**src/lcd_cmd_regs.vh**
```
// lcd_cmd_regs.vh: opcode positions, field bits, addresses and timing for the
// character display command interpreter.
// assumes inclusion by bare name from the design files of this folder.
`ifndef LCD_CMD_REGS_VH
`define LCD_CMD_REGS_VH

// timing figures in nanoseconds and the clock period
`define CLK_PERIOD_NS 25
`define T_LONG_NS 1520000
`define T_INSTR_NS 37000
`define T_DATA_NS 43000
`define T_POWERUP_NS 10000000

// character codes and addresses
`define SPACE_CODE 8'h20
`define ADDR_HOME 7'h00
`define ONE_LINE_LAST 7'h4F
`define LINE1_LAST 7'h27
`define LINE2_FIRST 7'h40
`define LINE2_LAST 7'h67

// field bit positions within an instruction byte
`define BIT_ID 1
`define BIT_SH 0
`define BIT_DISP 2
`define BIT_CUR 1
`define BIT_BLINK 0
`define BIT_SC 3
`define BIT_RL 2
`define BIT_DL 4
`define BIT_LINES 3
`define BIT_FONT 2

// opcode class, position of the highest set bit
`define OP_CLEAR 3'd0
`define OP_HOME 3'd1
`define OP_ENTRY 3'd2
`define OP_DISP 3'd3
`define OP_SHIFT 3'd4
`define OP_FUNC 3'd5
`define OP_GLYPH 3'd6
`define OP_DDADDR 3'd7

`endif

```
**src/char_lcd_instruction_decoder.v**
```verilog
// char_lcd_instruction_decoder.v: command and data interpreter of a character
// display controller, with display memory, glyph memory and mode bits.
// assumes the host bus pins are synchronous to clk_i and enable is a level.
// Notes on behaviour
// - clear fills spaces, pointer zero, increment
// - home zeroes pointer and undoes shift
// - entry direction bit picks step sign
// - scroll bit shifts display on display memory writes
// - display control loads on, cursor, blink
// - shift moves cursor or window, no access
// - two-line cursor wraps line one to two
// - bus width bit picks nibble or byte
// - line count and font bits from function set
// - glyph address loads six bits, glyph target
// - display address loads seven bits
// - display address ranges per line mode
// - status read gives busy and pointer
// - busy high during internal operation
// - data write stores then steps pointer
// - data read returns byte then steps
// - byte mode uses all eight lines
// - nibble mode, high nibble first
// - nibble mode busy after second nibble
// - power-up clears and sets default modes
// - power-up busy for ten milliseconds
// - select low instruction, high data
// - enable strobe starts each transfer
// - busy times per instruction class
`timescale 1ns/1ps
`include "lcd_cmd_regs.vh"
module char_lcd_instruction_decoder #(
  parameter DD_DEPTH = 128,
  parameter CG_DEPTH = 64,
  parameter POWERUP_NS = `T_POWERUP_NS
) (
  input wire clk_i,
  input wire reset_i,
  input wire register_select_i,
  input wire read_write_i,
  input wire enable_i,
  input wire [7:0] data_i,
  output reg [7:0] data_o,
  output wire data_oe_n_o,
  output wire busy_flag_o,
  output reg [6:0] memory_pointer_o,
  output reg display_on_o,
  output reg cursor_on_o,
  output reg blink_on_o,
  output reg two_line_o,
  output reg font_tall_o,
  output reg [6:0] display_shift_o
);
  // cycle counts, least times rounded up
  localparam integer LONG_CYC = (`T_LONG_NS + `CLK_PERIOD_NS - 1) / `CLK_PERIOD_NS;
  localparam integer INSTR_CYC = (`T_INSTR_NS + `CLK_PERIOD_NS - 1) / `CLK_PERIOD_NS;
  localparam integer DATA_CYC = (`T_DATA_NS + `CLK_PERIOD_NS - 1) / `CLK_PERIOD_NS;
  localparam integer PWR_CYC = (POWERUP_NS + `CLK_PERIOD_NS - 1) / `CLK_PERIOD_NS;
  localparam TW = 20; // wide enough for 400000 cycles

  // sequencer states
  localparam [1:0] S_IDLE = 2'd0;
  localparam [1:0] S_CLEAR = 2'd1;

  reg [7:0] dd_mem [0:DD_DEPTH-1]; // display memory
  reg [7:0] cg_mem [0:CG_DEPTH-1]; // glyph memory
  reg [1:0] state_q; // idle or clearing
  reg [6:0] clr_idx_q; // clear sweep index
  reg en_q; // enable delayed, for edge detect
  reg nib_low_q; // next nibble is the low one
  reg [3:0] hi_nib_q; // stored high nibble
  reg inc_q; // entry direction, 1 increments
  reg scroll_q; // scroll on write
  reg bus8_q; // bus width select, 1 is byte wide
  reg glyph_sel_q; // data target, 1 is glyph memory
  reg tload; // busy timer load strobe
  reg [TW-1:0] tcount; // busy timer load value
  reg [7:0] cmd; // assembled byte
  reg strobe_done; // whole byte assembled this cycle
  reg [TW-1:0] pwr_q; // power-up busy span left
  wire busy_t;
  wire en_fall;
  wire is_write;

  assign en_fall = en_q & ~enable_i;
  assign is_write = ~read_write_i;
  // clear sweep and the power-up span also keep busy high
  // busy is high from reset release, so an early poll is harmless
  assign busy_flag_o = busy_t | (state_q == S_CLEAR) | (pwr_q != {TW{1'b0}});
  // pins driven only while the host reads and enable is high
  assign data_oe_n_o = ~(enable_i & read_write_i);

  // busy timer reloads per operation; one counter serves all classes
  lcd_busy_timer #(
    .W(TW)
  ) u_timer (
    .clk_i(clk_i),
    .reset_i(reset_i),
    .load_i(tload),
    .count_i(tcount),
    .busy_o(busy_t)
  );

  // opcode class from the highest set bit; zero byte decodes as clear class, long busy but nothing cleared
  function [2:0] op_class;
    input [7:0] b;
    begin
      if (b[7]) op_class = `OP_DDADDR;
      else if (b[6]) op_class = `OP_GLYPH;
      else if (b[5]) op_class = `OP_FUNC;
      else if (b[4]) op_class = `OP_SHIFT;
      else if (b[3]) op_class = `OP_DISP;
      else if (b[2]) op_class = `OP_ENTRY;
      else if (b[1]) op_class = `OP_HOME;
      else op_class = `OP_CLEAR;
    end
  endfunction

  // pointer step with line wrapping; used by data access and cursor shift
  function [6:0] step_ptr;
    input [6:0] p;
    input up;
    input two;
    input glyph;
    begin
      if (glyph) begin
        step_ptr = up ? {1'b0, p[5:0] + 6'h01} : {1'b0, p[5:0] - 6'h01};
      end else if (two) begin
        if (up) begin
          if (p == `LINE1_LAST) step_ptr = `LINE2_FIRST;
          else if (p == `LINE2_LAST) step_ptr = `ADDR_HOME;
          else step_ptr = p + 7'h01;
        end else begin
          if (p == `ADDR_HOME) step_ptr = `LINE2_LAST;
          else if (p == `LINE2_FIRST) step_ptr = `LINE1_LAST;
          else step_ptr = p - 7'h01;
        end
      end else begin
        if (up) step_ptr = (p == `ONE_LINE_LAST) ? `ADDR_HOME : p + 7'h01;
        else step_ptr = (p == `ADDR_HOME) ? `ONE_LINE_LAST : p - 7'h01;
      end
    end
  endfunction

  // byte assembly from one or two strobes
  // lines below the nibble are ignored in nibble mode
  always @* begin
    cmd = data_i;
    strobe_done = 1'b0;
    if (en_fall) begin
      if (bus8_q) begin
        strobe_done = 1'b1;
      end else if (nib_low_q) begin
        cmd = {hi_nib_q, data_i[7:4]};
        strobe_done = 1'b1;
      end
    end
  end

  // busy timer load per operation class
  always @* begin
    tload = 1'b0;
    tcount = {TW{1'b0}};
    if (reset_i) begin
      tload = 1'b0;
    end else if (strobe_done && register_select_i) begin
      tload = 1'b1;
      tcount = DATA_CYC[TW-1:0];
      // instructions while busy are dropped, not queued; the host must poll
    end else if (strobe_done && is_write && !busy_flag_o) begin
      tload = 1'b1;
      if (op_class(cmd) == `OP_HOME || op_class(cmd) == `OP_CLEAR)
        tcount = LONG_CYC[TW-1:0];
      else
        tcount = INSTR_CYC[TW-1:0];
    end
  end

  // power-up span counts down here so the busy timer stays generic
  // main control: decode, memories, pointer and modes
  always @(posedge clk_i) begin
    if (reset_i) begin
      state_q <= S_CLEAR;
      clr_idx_q <= 7'h00;
      en_q <= 1'b0;
      nib_low_q <= 1'b0;
      hi_nib_q <= 4'h0;
      inc_q <= 1'b1;
      scroll_q <= 1'b0;
      bus8_q <= 1'b1;
      glyph_sel_q <= 1'b0;
      memory_pointer_o <= `ADDR_HOME;
      display_on_o <= 1'b0;
      cursor_on_o <= 1'b0;
      blink_on_o <= 1'b0;
      two_line_o <= 1'b0;
      font_tall_o <= 1'b0;
      display_shift_o <= 7'h00;
      data_o <= 8'h00;
      pwr_q <= PWR_CYC[TW-1:0];
    end else begin
      en_q <= enable_i;
      if (pwr_q != {TW{1'b0}}) pwr_q <= pwr_q - {{(TW-1){1'b0}}, 1'b1};
      // nibble phase toggles on every strobe in nibble mode
      if (en_fall && !bus8_q) begin
        nib_low_q <= ~nib_low_q;
        if (!nib_low_q) hi_nib_q <= data_i[7:4];
      end
      // read data presented on enable rise; whole byte, or the first nibble
      // a second-nibble rise must not reload, or the low half would be lost
      if (enable_i && !en_q && read_write_i && (bus8_q || !nib_low_q)) begin
        if (!register_select_i)
          data_o <= {busy_flag_o, memory_pointer_o};
        else if (glyph_sel_q)
          data_o <= cg_mem[memory_pointer_o[5:0]];
        else
          data_o <= dd_mem[memory_pointer_o];
      end else if (enable_i && !en_q && read_write_i) begin
        // second nibble: low half moves onto the upper lines
        data_o <= {data_o[3:0], 4'h0};
      end
      if (state_q == S_CLEAR) begin
        dd_mem[clr_idx_q] <= `SPACE_CODE;
        clr_idx_q <= clr_idx_q + 7'h01;
        if (clr_idx_q == DD_DEPTH - 1) state_q <= S_IDLE;
      end else if (strobe_done && register_select_i) begin
        if (is_write) begin
          if (glyph_sel_q) cg_mem[memory_pointer_o[5:0]] <= cmd;
          else dd_mem[memory_pointer_o] <= cmd;
          if (scroll_q && !glyph_sel_q)
            display_shift_o <= inc_q ? display_shift_o - 7'h01 : display_shift_o + 7'h01;
        end
        memory_pointer_o <= step_ptr(memory_pointer_o, inc_q, two_line_o, glyph_sel_q);
      end else if (strobe_done && is_write && !busy_flag_o) begin
        case (op_class(cmd))
          `OP_CLEAR: begin
            if (cmd[0]) begin
              state_q <= S_CLEAR;
              clr_idx_q <= 7'h00;
              memory_pointer_o <= `ADDR_HOME;
              display_shift_o <= 7'h00;
              inc_q <= 1'b1;
              glyph_sel_q <= 1'b0;
            end
          end
          `OP_HOME: begin
            memory_pointer_o <= `ADDR_HOME;
            display_shift_o <= 7'h00;
            glyph_sel_q <= 1'b0;
          end
          `OP_ENTRY: begin
            inc_q <= cmd[`BIT_ID];
            scroll_q <= cmd[`BIT_SH];
          end
          `OP_DISP: begin
            display_on_o <= cmd[`BIT_DISP];
            cursor_on_o <= cmd[`BIT_CUR];
            blink_on_o <= cmd[`BIT_BLINK];
          end
          `OP_SHIFT: begin
            if (!cmd[`BIT_SC])
              memory_pointer_o <= step_ptr(memory_pointer_o, cmd[`BIT_RL], two_line_o,
                glyph_sel_q);
            else if (cmd[`BIT_RL])
              display_shift_o <= display_shift_o + 7'h01;
            else
              display_shift_o <= display_shift_o - 7'h01;
          end
          `OP_FUNC: begin
            bus8_q <= cmd[`BIT_DL];
            nib_low_q <= 1'b0;
            two_line_o <= cmd[`BIT_LINES];
            font_tall_o <= cmd[`BIT_FONT];
          end
          `OP_GLYPH: begin
            memory_pointer_o <= {1'b0, cmd[5:0]};
            glyph_sel_q <= 1'b1;
          end
          `OP_DDADDR: begin
            memory_pointer_o <= cmd[6:0];
            glyph_sel_q <= 1'b0;
          end
          default: begin
            glyph_sel_q <= glyph_sel_q;
          end
        endcase
      end
    end
  end

  // glyph memory has no reset; contents are undefined until written
  // the power-up span is a parameter so a bench can shorten it; the
  // default keeps busy for the full settling time after supply
endmodule

```
**src/lcd_busy_timer.v**
```verilog
// lcd_busy_timer.v: down counter that holds the busy flag for a loaded span.
// assumes the caller loads a nonzero cycle count for one cycle per operation.
`timescale 1ns/1ps
module lcd_busy_timer #(
  parameter W = 20
) (
  input wire clk_i,
  input wire reset_i,
  input wire load_i,
  input wire [W-1:0] count_i,
  output wire busy_o
);
  reg [W-1:0] cnt_q; // cycles left in the current operation

  // reload on a new operation, otherwise count down to zero
  always @(posedge clk_i) begin
    if (reset_i) begin
      cnt_q <= {W{1'b0}};
    end else if (load_i) begin
      cnt_q <= count_i;
    end else if (cnt_q != {W{1'b0}}) begin
      cnt_q <= cnt_q - {{(W-1){1'b0}}, 1'b1};
    end
  end

  assign busy_o = (cnt_q != {W{1'b0}});
endmodule

```
**config.mk**
```make
export PLATFORM = sky130hd
export DESIGN_NAME = char_lcd_instruction_decoder
export DESIGN_NICKNAME = d
export VERILOG_FILES = /design/src/char_lcd_instruction_decoder.v /design/src/lcd_busy_timer.v
export VERILOG_INCLUDE_DIRS = /design/src
export SDC_FILE = /design/constraint.sdc
export NUM_CORES = 2
export LEC_CHECK = 0
export BUFFER_PORTS_ARGS = -buffer_cell sky130_fd_sc_hd__buf_2
export CORE_MARGIN = 4
export CORE_UTILIZATION = 66
export DETAILED_ROUTE_END_ITERATION = 6
export PLACE_DENSITY = 0.85
export REMOVE_ABC_BUFFERS = 1
export SETUP_SLACK_MARGIN = 0.02
export SKIP_LAST_GASP = 1
export SLEW_MARGIN = 0
export SYNTH_ARGS = -nofsm -noshare
export SYNTH_HDL_FRONTEND = slang
export SYNTH_SLANG_ARGS = --single-unit
```
**constraint.sdc**
```tcl
create_clock -name clk_i -period 8.7 [get_ports clk_i]
set_clock_uncertainty 0.2 [all_clocks]
set_input_delay 1.305 -clock clk_i [delete_from_list [all_inputs] [get_ports clk_i]]
set_output_delay 1.305 -clock clk_i [all_outputs]
set_load 0.005 [all_outputs]
```
==> run metrics <==
status complete, no violations; crit path launch register_select_i; Clock power frac 42.0%; fmax 0.190 GHz; Setup Buffers After CTS 0; worst path bufs/invs 2; clock slew at reported path FFs 0.06 ns; Tcrit/Tclk final 60.4%; Layout Nets 3666; Static Leak 21.7 nW; Hold Vio Cnt, Final 0; TritonRoute pass-1 iters 6; Synthesis Warnings 0; final setup violation count 0; # rows 115; Final HPWL DP 102000 um; gpl congestion 0.968; CTS Hold Buffers Added 0; share of cells above drive strength 1 20.0%; max cap viols 0; clock buffer count from CTS 155; R2R Path Start bus8_q; FF-to-FF path depth 8; initial drt markers 6262; Combinational Power Share 2.7%; dominant synthesized flop cell edfxtp_1; sequential share of the synthesized area 73.0%; Starting Density 66.7%; Top Family by Delay on Critical Path simple AND/OR/NAND/NOR gates; Worst Setup End Kind register; # H-tree levels 4; ys async rst share 0%; final wirelength 176000 um; I/O Pins 42; element type at the critical path start input pin; R2R setup slack 3.78 ns; vias in the first global route 36600; CP required 8.88 ns; worst path arrival time 5.43 ns; post-layout util 73.0%; largest net degree at the start of global routing 129; most common cell after layout, fill and taps aside edfxtp_1; area grow syn2layout 9.51%; via count 37400; Slew Viols, Final 0; # DRC 0; Core Region 0.0986 mm^2; Mapped Cells 3609; Max-slew headroom 14.5%; switch share 20.9%; TNS Setup 0 ns; Int Power 12.3 mW; stages on the worst setup path 8; Synth cell types 85; first-pass GRT wire length 257000 um; CTS tree built; RSZ-0062 raised after global routing false; syn avg cell area 18.2 um^2; die area 0.105 mm^2; initial antenna violation count 4; Worst path max stage delay 1.09 ns; die width 324 um; worst vdd ir 318 uV; CP endpoint dd_mem[2][4]; Seq cells post-synth 1628; crit-path max FO 24; Power Density 216 mW/mm^2; reg-to-reg critical path endpoint dd_mem[2][4]; number of port buffers 41; via/cell ratio 7.39; Worst Max-Slew Pin Slew 1.27 ns; post_cts resized 0; setup ws final 3.45 ns; global route overflow 0; Clock Path Buffers 3; NetSw 3.24 mW; crit path kind input pin to register; most frequent cells in the layout 1536 x edfxtp_1, 339 x mux4_2, 262 x nor2_1, 204 x mux2i_1, 158 x clkbuf_16; Root Buffer clkbuf_16; Placement Setup Slack 2.84 ns; Clock Sinks 1628; Seq pwr share 55.3%; Cell Chain, Critical Path buf_2 -> and3_1 -> nand3_1 -> buf_4 -> nor2_1 -> a41oi_1 -> or2_2 -> nor3_1; Hold Crit Class register to register; DRT antenna net count 0; Die Y 324 um; min Tclk post-route 5.25 ns; hold depth 2; Fillers 5232; clock latency on the worst-skew pair 0.78 ns; Post-synth EDFFs 1536; synthesized area 0.0657 mm^2; All-Layer GR Usage 34.3%; DR WL/cell 34.8 um; slowest CP cell nor3_1
worst min-delay path by stage:
stage	slack [ns]	to	startpoint
floorplan	0.22	scroll_q	scroll_q
global placement	0.24	scroll_q	scroll_q
detailed placement	0.25	scroll_q	scroll_q
CTS	0.26	scroll_q	scroll_q
global route	0.28	scroll_q	scroll_q
finish	0.27	scroll_q	scroll_q
flip-flops by register name, indices dropped and copies added, names as in the netlist, 4 cells and up, named ones only:
signal,cells
hi_nib_q,4
dd_mem,1024
cg_mem,512
data_o,8
pwr_q,20
memory_pointer_o,7
display_shift_o,7
clr_idx_q,7
u_timer.cnt_q,20
metrics by stage:
stage | power [mW] | std cells | cell area [um^2] | hold slack [ns]
finish | 15.5 | 5054 | 72000 | 0.265
global route | 15.9 | 5053 | 72000 | 0.282
CTS | 15.5 | 5053 | 72000 | 0.263
detailed placement | 9.15 | 4775 | 67200 | 0.253
global placement | 9.13 | 4775 | 67200 | 0.243
floorplan | 9.02 | 3388 | 64700 | 0.221
cells in the mapped netlist, drive strengths merged (31+ instances only):
| master | n | area share [%] |
|---|---|---|
| o21ai | 56 | 0.43 |
| dfxtp | 92 | 2.8 |
| inv | 31 | 0.18 |
| a21oi | 78 | 0.60 |
| nor3 | 108 | 0.87 |
| buf | 113 | 0.93 |
| clkbuf | 108 | 0.62 |
| nand3 | 47 | 0.36 |
| nor2 | 269 | 1.5 |
| mux4 | 339 | 12 |
| nand2 | 118 | 0.67 |
| edfxtp | 1536 | 70 |
| mux2i | 206 | 3.2 |
| a22oi | 65 | 0.74 |
area by class of cell:
type	count	area [um^2]	share of cell area, %
Antenna cell	1	2.50	0.00348
Clock buffer	192	4120	5.73
Clock inverter	86	686	0.953
Inverter	31	116	0.162
Multi-Input combinational cell	1729	16800	23.3
Sequential cell	1628	48000	66.7
Tap cell	1287	1610	2.24
Timing Repair Buffer	100	698	0.970
layer usage:
metal	routed length (um)	vias to the layer above	GRT usage, %
met2	84100	3375	54.3
met1	58200	18600	45.5
li1	-	14700	-
met5	22	-	0
met4	10500	4	16.3
met3	23000	645	9.02
logic make-up after synthesis:
family,synth area share (%)
XOR/XNOR,0.573
buffers and inverters,1.72
multiplexers,15.1
AND/OR/NAND/NOR,5.32
AO/OA/AOI/OAI,4.13
flip-flops,73.0
adder cells (fa/ha/maj),0.152
power by group through the flow:
stage | sequential [mW] | clock, mW | combinational (mW)
floorplan | 8.73 | 0 | 0.291
global placement | 8.74 | 0 | 0.385
detailed placement | 8.75 | 0 | 0.400
CTS | 8.58 | 6.50 | 0.410
global route | 8.58 | 6.88 | 0.456
finish | 8.59 | 6.52 | 0.422
worst register-to-register path, stage by stage, from the launching register on:
cell and delay, ns:
dfxtp_1 0.45, or2_2 0.18, and3_1 0.64, nand3_1 0.60, buf_4 0.43, nor2_1 0.15, a41oi_1 0.12, or2_2 0.66
nor3_1 1.10
Note: power is estimated with default switching activity, not from simulation.
